## src/design/debug_id_pkg.sv

```systemverilog
/*
  Constants shared by the debug identification and status block.
  Assumes a single 100 MHz clock and an active-low asynchronous reset.
*/
package debug_id_pkg;

  // Identification word field positions
  localparam int unsigned WATCH_MSB    = 31;
  localparam int unsigned WATCH_LSB    = 28;
  localparam int unsigned BREAK_MSB    = 27;
  localparam int unsigned BREAK_LSB    = 24;
  localparam int unsigned CTXID_MSB    = 23;
  localparam int unsigned CTXID_LSB    = 20;
  localparam int unsigned VERSION_MSB  = 19;
  localparam int unsigned VERSION_LSB  = 16;
  localparam int unsigned DEVID_BIT    = 15;
  localparam int unsigned NO_SUH_BIT   = 14;
  localparam int unsigned PCSAMPLE_BIT = 13;
  localparam int unsigned SECEXT_BIT   = 12;
  localparam int unsigned RSVD_MSB     = 11;
  localparam int unsigned RSVD_LSB     = 8;
  localparam int unsigned VARIANT_MSB  = 7;
  localparam int unsigned VARIANT_LSB  = 4;
  localparam int unsigned REVISION_MSB = 3;
  localparam int unsigned REVISION_LSB = 0;

  // Identification word constant field values
  localparam logic [3:0] WATCHPOINT_PAIR_CODE = 4'h1;
  localparam logic [3:0] BREAKPOINT_PAIR_CODE = 4'h2;
  localparam logic [3:0] CONTEXT_PAIR_CODE    = 4'h0;
  localparam logic [3:0] RESERVED_ID_CODE     = 4'h0;
  localparam logic       DEVICE_ID_PRESENT    = 1'b1;
  localparam logic       SECURE_USER_HALT_NO  = 1'b1;
  localparam logic       PC_SAMPLE_PRESENT    = 1'b1;
  localparam logic       SECURITY_EXT_PRESENT = 1'b1;

  // Main identification register source fields
  localparam int unsigned MAIN_VARIANT_MSB  = 23;
  localparam int unsigned MAIN_VARIANT_LSB  = 20;
  localparam int unsigned MAIN_REVISION_MSB = 3;
  localparam int unsigned MAIN_REVISION_LSB = 0;

  // Status and control word field positions
  localparam int unsigned STAT_RSVD_HI_BIT = 31;
  localparam int unsigned STAT_RECEIVE_FULL_FLAG_BIT  = 30;
  localparam int unsigned STAT_TRANSMIT_FULL_FLAG_BIT  = 29;
  localparam int unsigned STAT_RSVD_LO_BIT = 28;
  localparam int unsigned STAT_UDIS_BIT    = 12;

  // Reset values
  localparam logic        FULL_RESET = 1'b0;
  localparam logic        UDIS_RESET = 1'b0;
  localparam logic [31:0] WORD_RESET = 32'h0000_0000;

  // Debugger-side register numbers
  localparam logic [9:0] EXT_NUM_IDENT  = 10'h000;
  localparam logic [9:0] EXT_NUM_RX     = 10'h020;
  localparam logic [9:0] EXT_NUM_STATUS = 10'h022;
  localparam logic [9:0] EXT_NUM_TX     = 10'h023;

  // Coprocessor encodings {opc1, crn, crm, opc2}
  localparam logic [2:0] CP_OPC1_BASE   = 3'h0;
  localparam logic [3:0] CP_CRN_BASE    = 4'h0;
  localparam logic [3:0] CP_CRM_IDENT   = 4'h0;
  localparam logic [3:0] CP_CRM_STATUS  = 4'h1;
  localparam logic [3:0] CP_CRM_TRANS   = 4'h5;
  localparam logic [2:0] CP_OPC2_BASE   = 3'h0;

  // Response buffer shape
  localparam int unsigned RESP_DEPTH = 2;

endpackage

```

## src/design/debug_id_status.sv

```systemverilog
/*
  Debug identification word and the channel flags of the status word,
  seen by the processor through coprocessor accesses and by the
  debugger through numbered register accesses.
  Assumes all inputs synchronous to ref_clk_i and the processor reset.
*/
//
// Operation
// - Top nibble reports two watchpoint pairs
// - Bits 27:24 report three breakpoint pairs
// - Bits 23:20 read zero, one context pair
// - Bits 19:16 hold fixed architecture version
// - Bit 15 set: device identification present
// - Bit 14 set: secure user halting unsupported
// - Bit 13 set: pc sample register exists
// - Bit 12 set: security extensions present
// - Bits 7:4 mirror main variant field
// - Bits 3:0 mirror main revision field
// - Identification read at all-zero coprocessor encoding
// - User access refused when disable bit set
// - Status bits 31, 28 read zero
// - Status bit 30 shows receive full, resets zero
// - Debugger write sets receive full
// - Processor read clears receive full
// - Status bit 29 shows transmit full, resets zero
// - Debugger read clears transmit full
// - Processor write sets transmit full
`timescale 1ns/100ps
module debug_id_status #(
  parameter logic [3:0]  ARCH_VERSION = 4'h5, // Arbitrary value
  parameter int unsigned DATA_WIDTH   = 32
) (
  input  wire logic                  ref_clk_i,
  input  wire logic                  rst_b_i,
  input  wire logic [31:0]           main_id_i,
  input  wire logic                  cp_valid_i,
  output logic                       cp_ready_o,
  input  wire logic                  cp_write_i,
  input  wire logic                  cp_user_i,
  input  wire logic [2:0]            cp_opc1_i,
  input  wire logic [3:0]            cp_crn_i,
  input  wire logic [3:0]            cp_crm_i,
  input  wire logic [2:0]            cp_opc2_i,
  input  wire logic [DATA_WIDTH-1:0] cp_wdata_i,
  output logic                       cp_rsp_valid_o,
  input  wire logic                  cp_rsp_ready_i,
  output logic [DATA_WIDTH-1:0]      cp_rsp_rdata_o,
  output logic                       cp_rsp_undef_o,
  input  wire logic                  ext_valid_i,
  input  wire logic                  ext_write_i,
  input  wire logic [9:0]            ext_num_i,
  input  wire logic [DATA_WIDTH-1:0] ext_wdata_i,
  output logic                       ext_rvalid_o,
  output logic [DATA_WIDTH-1:0]      ext_rdata_o,
  output logic                       rx_full_o,
  output logic                       tx_full_o
);

  logic [DATA_WIDTH-1:0] ident_word;
  logic [DATA_WIDTH-1:0] status_word;
  logic [DATA_WIDTH-1:0] rx_data;
  logic [DATA_WIDTH-1:0] tx_data;
  logic                  rx_full;
  logic                  tx_full;
  logic                  user_disable;
  logic                  cp_take;
  logic                  cp_base;
  logic                  cp_is_ident;
  logic                  cp_is_status;
  logic                  cp_is_trans;
  logic                  cp_refused;
  logic                  cp_undef;
  logic [DATA_WIDTH-1:0] cp_rdata;
  logic                  rx_fill;
  logic                  rx_drain;
  logic                  tx_fill;
  logic                  tx_drain;

  // Identification word
  always_comb begin
    ident_word = '0;
    ident_word[debug_id_pkg::WATCH_MSB:debug_id_pkg::WATCH_LSB] =
      debug_id_pkg::WATCHPOINT_PAIR_CODE;
    ident_word[debug_id_pkg::BREAK_MSB:debug_id_pkg::BREAK_LSB] =
      debug_id_pkg::BREAKPOINT_PAIR_CODE;
    ident_word[debug_id_pkg::CTXID_MSB:debug_id_pkg::CTXID_LSB] =
      debug_id_pkg::CONTEXT_PAIR_CODE;
    ident_word[debug_id_pkg::VERSION_MSB:debug_id_pkg::VERSION_LSB] = ARCH_VERSION;
    ident_word[debug_id_pkg::DEVID_BIT]    = debug_id_pkg::DEVICE_ID_PRESENT;
    ident_word[debug_id_pkg::NO_SUH_BIT]   = debug_id_pkg::SECURE_USER_HALT_NO;
    ident_word[debug_id_pkg::PCSAMPLE_BIT] = debug_id_pkg::PC_SAMPLE_PRESENT;
    ident_word[debug_id_pkg::SECEXT_BIT]   = debug_id_pkg::SECURITY_EXT_PRESENT;
    ident_word[debug_id_pkg::RSVD_MSB:debug_id_pkg::RSVD_LSB] =
      debug_id_pkg::RESERVED_ID_CODE;
    ident_word[debug_id_pkg::VARIANT_MSB:debug_id_pkg::VARIANT_LSB] =
      main_id_i[debug_id_pkg::MAIN_VARIANT_MSB:debug_id_pkg::MAIN_VARIANT_LSB];
    ident_word[debug_id_pkg::REVISION_MSB:debug_id_pkg::REVISION_LSB] =
      main_id_i[debug_id_pkg::MAIN_REVISION_MSB:debug_id_pkg::MAIN_REVISION_LSB];
  end

  // Status word, reserved bits held at zero
  always_comb begin
    status_word = '0;
    status_word[debug_id_pkg::STAT_RSVD_HI_BIT] = 1'b0;
    status_word[debug_id_pkg::STAT_RECEIVE_FULL_FLAG_BIT]  = rx_full;
    status_word[debug_id_pkg::STAT_TRANSMIT_FULL_FLAG_BIT]  = tx_full;
    status_word[debug_id_pkg::STAT_RSVD_LO_BIT] = 1'b0;
    status_word[debug_id_pkg::STAT_UDIS_BIT]    = user_disable;
  end

  // Coprocessor decode
  assign cp_take      = cp_valid_i && cp_ready_o;
  assign cp_base      = (cp_opc1_i == debug_id_pkg::CP_OPC1_BASE) &&
                        (cp_crn_i == debug_id_pkg::CP_CRN_BASE) &&
                        (cp_opc2_i == debug_id_pkg::CP_OPC2_BASE);
  assign cp_is_ident  = cp_base && (cp_crm_i == debug_id_pkg::CP_CRM_IDENT);
  assign cp_is_status = cp_base && (cp_crm_i == debug_id_pkg::CP_CRM_STATUS);
  assign cp_is_trans  = cp_base && (cp_crm_i == debug_id_pkg::CP_CRM_TRANS);
  assign cp_refused   = cp_user_i && user_disable;
  assign cp_undef     = cp_refused || !(cp_is_ident || cp_is_status || cp_is_trans);

  always_comb begin
    cp_rdata = '0;
    if (!cp_undef && !cp_write_i) begin
      if (cp_is_ident) begin
        cp_rdata = ident_word;
      end else if (cp_is_status) begin
        cp_rdata = status_word;
      end else begin
        cp_rdata = rx_data;
      end
    end
  end

  // Channel strobes
  assign rx_fill  = ext_valid_i && ext_write_i && (ext_num_i == debug_id_pkg::EXT_NUM_RX);
  assign rx_drain = cp_take && !cp_undef && cp_is_trans && !cp_write_i;
  assign tx_fill  = cp_take && !cp_undef && cp_is_trans && cp_write_i;
  assign tx_drain = ext_valid_i && !ext_write_i && (ext_num_i == debug_id_pkg::EXT_NUM_TX);

  transfer_slot #(
    .WIDTH (DATA_WIDTH)
  ) u_rx_slot (
    .ref_clk_i   (ref_clk_i),
    .rst_b_i     (rst_b_i),
    .fill_i      (rx_fill),
    .fill_data_i (ext_wdata_i),
    .drain_i     (rx_drain),
    .data_o      (rx_data),
    .full_o      (rx_full)
  );

  transfer_slot #(
    .WIDTH (DATA_WIDTH)
  ) u_tx_slot (
    .ref_clk_i   (ref_clk_i),
    .rst_b_i     (rst_b_i),
    .fill_i      (tx_fill),
    .fill_data_i (cp_wdata_i),
    .drain_i     (tx_drain),
    .data_o      (tx_data),
    .full_o      (tx_full)
  );

  assign rx_full_o = rx_full;
  assign tx_full_o = tx_full;

  // User access disable bit, written by the debugger
  always_ff @(posedge ref_clk_i or negedge rst_b_i) begin
    if (!rst_b_i) begin
      user_disable <= debug_id_pkg::UDIS_RESET;
    end else if (ext_valid_i && ext_write_i && (ext_num_i == debug_id_pkg::EXT_NUM_STATUS)) begin
      user_disable <= ext_wdata_i[debug_id_pkg::STAT_UDIS_BIT];
    end
  end

  // Processor answers pass a two-entry buffer
  resp_buffer #(
    .WIDTH (DATA_WIDTH + 1),
    .DEPTH (debug_id_pkg::RESP_DEPTH)
  ) u_resp (
    .ref_clk_i   (ref_clk_i),
    .rst_b_i     (rst_b_i),
    .in_valid_i  (cp_valid_i),
    .in_ready_o  (cp_ready_o),
    .in_data_i   ({cp_undef, cp_rdata}),
    .out_valid_o (cp_rsp_valid_o),
    .out_ready_i (cp_rsp_ready_i),
    .out_data_o  ({cp_rsp_undef_o, cp_rsp_rdata_o})
  );

  // Debugger read answers, one cycle after the request
  always_ff @(posedge ref_clk_i or negedge rst_b_i) begin
    if (!rst_b_i) begin
      ext_rvalid_o <= 1'b0;
      ext_rdata_o  <= debug_id_pkg::WORD_RESET;
    end else begin
      ext_rvalid_o <= ext_valid_i && !ext_write_i;
      if (ext_valid_i && !ext_write_i) begin
        unique case (ext_num_i)
          debug_id_pkg::EXT_NUM_IDENT:  ext_rdata_o <= ident_word;
          debug_id_pkg::EXT_NUM_RX:     ext_rdata_o <= rx_data;
          debug_id_pkg::EXT_NUM_STATUS: ext_rdata_o <= status_word;
          debug_id_pkg::EXT_NUM_TX:     ext_rdata_o <= tx_data;
          default:                      ext_rdata_o <= debug_id_pkg::WORD_RESET;
        endcase
      end
    end
  end

endmodule

```

## src/design/resp_buffer.sv

```systemverilog
/*
  Small FIFO with valid and ready on both sides.
  Assumes one clock; output data comes straight from storage flops.
*/
`timescale 1ns/100ps
module resp_buffer #(
  parameter int unsigned WIDTH = 33,
  parameter int unsigned DEPTH = 2
) (
  input  wire logic             ref_clk_i,
  input  wire logic             rst_b_i,
  input  wire logic             in_valid_i,
  output logic                  in_ready_o,
  input  wire logic [WIDTH-1:0] in_data_i,
  output logic                  out_valid_o,
  input  wire logic             out_ready_i,
  output logic      [WIDTH-1:0] out_data_o
);

  localparam int unsigned PW = (DEPTH > 1) ? $clog2(DEPTH) : 1;

  logic [WIDTH-1:0] mem [DEPTH];
  logic [PW-1:0]    wr_ptr;
  logic [PW-1:0]    rd_ptr;
  logic [PW:0]      count;
  logic             push;
  logic             pop;

  assign in_ready_o  = (count < (PW+1)'(DEPTH));
  assign out_valid_o = (count != '0);
  assign push        = in_valid_i && in_ready_o;
  assign pop         = out_valid_o && out_ready_i;
  assign out_data_o  = mem[rd_ptr];

  always_ff @(posedge ref_clk_i or negedge rst_b_i) begin
    if (!rst_b_i) begin
      for (int i = 0; i < DEPTH; i++) begin
        mem[i] <= '0;
      end
    end else if (push) begin
      mem[wr_ptr] <= in_data_i;
    end
  end

  always_ff @(posedge ref_clk_i or negedge rst_b_i) begin
    if (!rst_b_i) begin
      wr_ptr <= '0;
      rd_ptr <= '0;
      count  <= '0;
    end else begin
      if (push) begin
        wr_ptr <= (wr_ptr == PW'(DEPTH - 1)) ? '0 : wr_ptr + 1'b1;
      end
      if (pop) begin
        rd_ptr <= (rd_ptr == PW'(DEPTH - 1)) ? '0 : rd_ptr + 1'b1;
      end
      if (push && !pop) begin
        count <= count + 1'b1;
      end else if (pop && !push) begin
        count <= count - 1'b1;
      end
    end
  end

endmodule

```

## src/design/transfer_slot.sv

```systemverilog
/*
  One transfer register with its full flag: set on fill, clear on drain.
  Assumes fill and drain strobes are one-cycle pulses on ref_clk_i.
*/
`timescale 1ns/100ps
module transfer_slot #(
  parameter int unsigned WIDTH = 32
) (
  input  wire logic             ref_clk_i,
  input  wire logic             rst_b_i,
  input  wire logic             fill_i,
  input  wire logic [WIDTH-1:0] fill_data_i,
  input  wire logic             drain_i,
  output logic      [WIDTH-1:0] data_o,
  output logic                  full_o
);

  // Fill wins over a drain in the same cycle
  always_ff @(posedge ref_clk_i or negedge rst_b_i) begin
    if (!rst_b_i) begin
      full_o <= debug_id_pkg::FULL_RESET;
    end else if (fill_i) begin
      full_o <= 1'b1;
    end else if (drain_i) begin
      full_o <= 1'b0;
    end
  end

  always_ff @(posedge ref_clk_i or negedge rst_b_i) begin
    if (!rst_b_i) begin
      data_o <= '0;
    end else if (fill_i) begin
      data_o <= fill_data_i;
    end
  end

endmodule

```

## config.mk

```make
export PLATFORM = sky130hd
export DESIGN_NAME = debug_id_status
export DESIGN_NICKNAME = d
export VERILOG_FILES = /design/src/design/debug_id_pkg.sv /design/src/design/debug_id_status.sv /design/src/design/resp_buffer.sv /design/src/design/transfer_slot.sv
export SDC_FILE = /design/constraint.sdc
export NUM_CORES = 1
export LEC_CHECK = 0
export CORE_MARGIN = 2
export CORE_UTILIZATION = 33
export CTS_CLUSTER_DIAMETER = 40
export DETAILED_ROUTE_END_ITERATION = 10
export DONT_BUFFER_PORTS = 1
export HOLD_SLACK_MARGIN = 0.06
export SLEW_MARGIN = 40
export SYNTH_ARGS = -nofsm -noshare
export SYNTH_HDL_FRONTEND = slang
export SYNTH_SLANG_ARGS = --single-unit
```

## constraint.sdc

```tcl
create_clock -name ref_clk_i -period 2.9 [get_ports ref_clk_i]
set_input_delay 0.29 -clock ref_clk_i [delete_from_list [all_inputs] [get_ports ref_clk_i]]
set_output_delay 0.29 -clock ref_clk_i [all_outputs]
set_load 0.01 [all_outputs]
```

==> results of run 1 <==
==> metal layers <==
layer  vias to the layer above  global-route usage, %
li1                       2277                      -
met1                      2611                   23.0
met2                       184                   25.6
met3                        37                   3.75
met4                         0                   6.22
met5                         -                      0
==> where the power goes <==
group / internal, uW / switching (uW) / total [uW]
sequential: 2420 / 40.1 / 2460
combinational: 251 / 330 / 581
clock: 1150 / 1050 / 2200
total: 3820 / 1420 / 5240
==> placed cells by master, fill, tap and decap left out, types with 9 or more instances in the layout <==
cell | synthesis | final
inv_1 | 20 | 20
mux2_2 | 97 | 97
o21ai_0 | 26 | 26
clkbuf_16 | 0 | 17
buf_4 | 4 | 13
nand2_1 | 59 | 59
o221ai_1 | 15 | 15
o31ai_1 | 9 | 9
nor2b_1 | 23 | 23
dfrtp_1 | 170 | 170
dlygate4sd3_1 | 0 | 67
mux2i_1 | 23 | 23
a22o_1 | 60 | 60
==> kinds of logic (layout without fill, tap and decap cells) <==
logic type,after synthesis,in the layout
adders and majority gates,1,1
buffers and inverters,58,132
DFF,170,170
and+or+nand+nor,116,116
xor gates and xnor gates,5,5
other,0,1
muxes,127,127
AOI/OAI and AO/OA,115,115
==> stage by stage <==
step	utilization, %	worst slack (ns)
after floorplan	-	0.980
after global placement	34.6	0.606
after detailed placement	34.6	0.558
after CTS	40.1	0.892
after global routing	40.1	0.713
final	40.1	0.917
==> layout make-up <==
| type | count | area (um^2) |
|---|---|---|
| tap | 285 | 357 |
| antenna | 1 | 2.50 |
| multi-input combinational | 364 | 2980 |
| clock buffer | 17 | 425 |
| sequential | 170 | 4250 |
| clock inverter | 15 | 148 |
| timing repair buffer | 80 | 768 |
| inverter | 20 | 75.1 |
| fill | 2134 | 13400 |
==> how the worst max path moves through the flow <==
| stage | from | slack, ns | endpoint |
|---|---|---|---|
| detailed placement | cp_opc1_i[1] | 0.56 | u_tx_slot.data_o[3]$_DFFE_PN0P_ |
| finish | ext_num_i[3] | 0.92 | ext_rdata_o[4]$_DFFE_PN0P_ |
| global route | user_disable$_DFFE_PN0P_ | 0.71 | u_resp.mem[2]$_DFFE_PN0P_ |
| CTS | u_resp.count[1]$_DFFE_PN0P_ | 0.89 | u_tx_slot.data_o[3]$_DFFE_PN0P_ |
| global placement | cp_opc1_i[1] | 0.61 | u_tx_slot.data_o[7]$_DFFE_PN0P_ |
| floorplan | cp_crn_i[0] | 0.98 | u_tx_slot.data_o[10]$_DFFE_PN0P_ |
==> registers in the layout (all words and copies together), names as in the netlist <==
name              flops
ext_rdata_o          32
ext_rvalid_o          1
u_resp.count          2
u_resp.mem           66
u_resp.rd_ptr         1
u_resp.wr_ptr         1
u_rx_slot.data_o     32
u_rx_slot.full_o      1
u_tx_slot.data_o     32
u_tx_slot.full_o      1
user_disable          1
==> worst max-delay path: cells and delay by family <==
kind / cells / cell delay (ns)
buffers and inverters: 1 / 0.57
AOI/OAI and AO/OA: 1 / 0.38
and+or+nand+nor: 2 / 1.06
==> results.cfg, run 1 <==
[setup_path]
cpPeakStageDelay_ns = 0.58
cp.required_ns = 3.21
reg2reg_from = u_resp.count[1]$_DFFE_PN0P_
r2r_end = u_tx_slot.data_o[20]$_DFFE_PN0P_
crit_arrival_ns = 2.30
critPathKind = in2reg
regToRegSetupSlack_ns = 0.93
worst_setup_path_end_kind = register
rr_worst_depth = 6
critPathLaunchType = input port
crit_chain = dlygate4sd3_1 -> nor4_4 -> nand3_1 -> o221ai_1
cp_max_fo = 15
worst_path_max_delay_cell = nand3_1

[die]
die_area_mm2 = 0.0239
num_rows = 55
die_y_um = 155
ioPinCount = 198
fp.dieW_um = 155
start_util_pct = 33.4
core_mm2 = 0.0224

[place]
hpwlAfterDp_mm = 13.8
gp_congestion = 0.848
place_area_mm2 = 0.00776
portBuffers = 0
placed_cells = 852

[min_path]
hp-class = in2async

[drt]
wirelength_mm = 19.6
vias_per_cell = 5.37
topRoutingLayerUsed = met4
wl_met2_mm = 9.04
drt-initial-drc-count = 365
vias = 5109
drtAntennaViolNets = 0
wl_met3_mm = 1.04
met1Wirelength_mm = 8.85
drcViolationCount = 0
dr.pass1.iters = 4
drt-wirelength-per-cell_um = 20.5

[synth]
synth_edf_count = 0
synth_xor_area_share_pct = 0.585
synth_compound_area_share_pct = 12.0
yosys.area.top_type_share_pct = 56.8
synth_flop_cell = dfrtp_1
mappedNetlistNets = 721
yosys.area_share.adder_pct = 0.167
synth_area_leader_cell = dfrtp_1
synthDistinctLibCells = 38
synth-simple-area-share_pct = 8.19
synth.most_common_cell = dfrtp_1
avgSynthCellArea_um2 = 12.6
synth_commonest_cells = dfrtp_1, mux2_2, a22o_1
synth_mux_area_share_pct = 18.7
synth.cell_area_mm2 = 0.00749
ys_ff_latch = 170
synthCells = 592
yosys_warnings = 0
synthArstFlopShare_pct = 100
synth_top_family_by_area = multiplexers
synth_seq_area_share_pct = 56.8
synth_area_leaders = dfrtp_1, mux2_2, a22o_1

[timing]
period_needed_ns = 1.98
max_freq_mhz = 504
finalSetupViolCount = 0
slew_violations = 0
relSlewSlack_pct = 52.8
finalSetupTns_ns = 0
skew_ns = 0.0119
whs_ns = -0.437
rsz0062_at_grt = no
hold_viol = 170
tightest_slew_ns = 0.708
min_period_over_period_pct = 68.4

[pwr]
cellLeakagePower_uw = 0.00428
power.density_mw_per_mm2 = 582
p_total_uw = 5240
peakVddDrop_v = 0.000388

[cells_and_area]
fin_cells = 952
design_area_mm2 = 0.00901
area_growth_pct = 20.3
fin_nets = 782
drive_gt1_share_pct = 22.4

[cts]
post-cts-setup-buffer-count = 0
ctsResizeCount = 0
ctsLongestPathBuffers = 2
tritoncts_num_sinks = 170
htree_levels = 4
clkTransAtPathRegs_ns = 0.07
cts_hold_buf = 67
cts_tree = done
insertion_delay_ns = 0.43
numCtsBuffers = 17
clk_root_buffer_cell = clkbuf_16

[flow_run]
cap_violations = 0

[grt]
grt_max_degree = 171
grt.total_usage_pct = 16.6
grt.overflow.total = 0
antenna_found_initial = 1
grt_pass1_vias = 5245
grt_first_pass_wirelength_mm = 30.5

[run_status]
violations = negative hold slack
status = finished with violations
Power figures use the tool's default switching activity.
==> run 2, diff against run 1 <==
==> constraint.sdc (replaced) <==
create_clock -name ref_clk_i -period 1.59 [get_ports ref_clk_i]
set_input_delay 0.159 -clock ref_clk_i [delete_from_list [all_inputs] [get_ports ref_clk_i]]
set_output_delay 0.159 -clock ref_clk_i [all_outputs]
set_load 0.01 [all_outputs]
==> results.cfg, run 2 (synthesized netlist as in run 1, its figures left out) <==
[grt]
grt.total_usage_pct = 18.3
antenna_found_initial = 1
grt.overflow.total = 0
grt_first_pass_wirelength_mm = 33.4
grt_pass1_vias = 5644
grt_max_degree = 171

[timing]
whs_ns = -0.570
rsz0062_at_grt = yes
period_needed_ns = 1.74
relSlewSlack_pct = 56.6
finalSetupViolCount = 60
hold_viol = 170
min_period_over_period_pct = 109
slew_violations = 0
finalWorstSetupSlack_ns = -0.145
tightest_slew_ns = 0.649
max_freq_mhz = 576
finalSetupTns_ns = -6.59
skew_ns = 0.00951

[drt]
drt-initial-drc-count = 353
vias = 5324
drt-wirelength-per-cell_um = 22.3
dr.pass1.iters = 5
wirelength_mm = 22.4
drtAntennaViolNets = 0
drcViolationCount = 0
vias_per_cell = 5.31

[die]
die_area_mm2 = 0.0239
fp.dieW_um = 155
ioPinCount = 198
core_mm2 = 0.0224
start_util_pct = 33.4
die_y_um = 155
num_rows = 55

[setup_path]
crit_buf_inv = 2
worst_setup_path_end_kind = register
cpPeakStageDelay_ns = 0.40
crit_arrival_ns = 2.04
critPathKind = reg2reg
cp.required_ns = 1.89
critPathLaunchType = register
cp_max_fo = 9
worst_path_max_delay_cell = dfrtp_1
crit_chain = nor2b_2 -> nand4_1 -> nor3_4 -> buf_12 -> buf_16 -> mux2_2
cp_top_family = simple AND/OR/NAND/NOR gates

[cts]
tritoncts_num_sinks = 170
cts_hold_buf = 86
cts_tree = done
numCtsBuffers = 17
ctsLongestPathBuffers = 2
clk_root_buffer_cell = clkbuf_16
clkTransAtPathRegs_ns = 0.07
insertion_delay_ns = 0.42
htree_levels = 4

[cells_and_area]
n_fill_cell = 2027
area_growth_pct = 35.0
multiInputGateArea_mm2 = 0.00331
regArea_mm2 = 0.00426
mostFrequentLayoutCells = dfrtp_1, dlygate4sd3_1, a22o_1
fin_nets = 834
final_common_cell = dfrtp_1
design_area_mm2 = 0.0101
largest_reg_flops = 66
diodes = 0
drive_gt1_share_pct = 29.0
regMostFlops = u_resp.mem

[run_status]
violations = negative hold slack, negative setup slack
status = finished with violations

[place]
dp_slack_ns = -0.242
hpwlAfterDp_mm = 14.4
gp_congestion = 0.851
portBuffers = 0
place_area_mm2 = 0.00808

[pwr]
peakVddDrop_v = 0.000695
power.density_mw_per_mm2 = 1080
p_total_uw = 11000
cellLeakagePower_uw = 0.00476

[min_path]
hp-class = in2async

[flow_run]
cap_violations = 0
-- run 2: changes by cell type in the layout (fill, tap and decap cells not counted), moves of 6 or more --
cell,delta
mux2_4,+56
mux2_2,-50
buf_12,+6
o21ai_1,+6
buf_4,+14
o221ai_2,+9
o21ai_0,-6
o221ai_1,-9
mux2_1,-6
dlygate4sd3_1,+19
-- run 2: timing repair --
item	CTS	global route
buffers inserted	4	3
setup endpoints to repair	83	111
endpoints found under the hold margin	263	170
cloned	4	5
pin swaps	2	3
gates resized for setup	21	56
-- run 2: through the flow --
step / util, % / cells
after CTS: 43.8 / 996
after floorplan: - / 592
final: 45.1 / 1003
after global placement: 36.0 / 870
after global routing: 45.1 / 1003
after detailed placement: 36.0 / 870
-- run 2: per-layer routing --
layer,track usage [%],part of all wire [%],up-vias
met1,24.6,43,2746
li1,-,-,2372
met3,3.95,5.9,27
met4,8.51,2.2,0
met5,0,0,-
met2,28.3,49,179
-- run 2: worst paths after layout --
path / start / depth (start not counted) / endpoint / slack [ns]
min: rst_b_i / 0 / u_tx_slot.data_o[4]$_DFFE_PN0P_ / -0.57
max: u_resp.count[1]$_DFFE_PN0P_ / 6 / u_tx_slot.data_o[24]$_DFFE_PN0P_ / -0.15
min reg2reg: u_resp.mem[12]$_DFFE_PN0P_ / 2 / u_resp.mem[12]$_DFFE_PN0P_ / 0.48
min in group ref_clk_i: cp_write_i / 2 / u_resp.mem[30]$_DFFE_PN0P_ / 0.08
max reg2reg: u_resp.count[1]$_DFFE_PN0P_ / 6 / u_tx_slot.data_o[24]$_DFFE_PN0P_ / -0.15
max in group asynchronous: rst_b_i / 0 / ext_rdata_o[19]$_DFFE_PN0P_ / 1.81
-- run 2: report_power, final --
part	switching (uW)	total (uW)	leakage, uW	internal, uW
clock network	1800	4510	0.000312	2720
logic	897	1910	0.00209	1010
registers	107	4530	0.00236	4420
-- run 2: area by class of cell --
| type | count | share of cell area, % |
|---|---|---|
| Sequential cell | 170 | 42.1 |
| Tap cell | 285 | 3.53 |
| Inverter | 20 | 0.742 |
| Clock inverter | 14 | 2.04 |
| Clock buffer | 18 | 4.34 |
| Multi-Input combinational cell | 364 | 32.8 |
| Timing Repair Buffer | 132 | 14.5 |
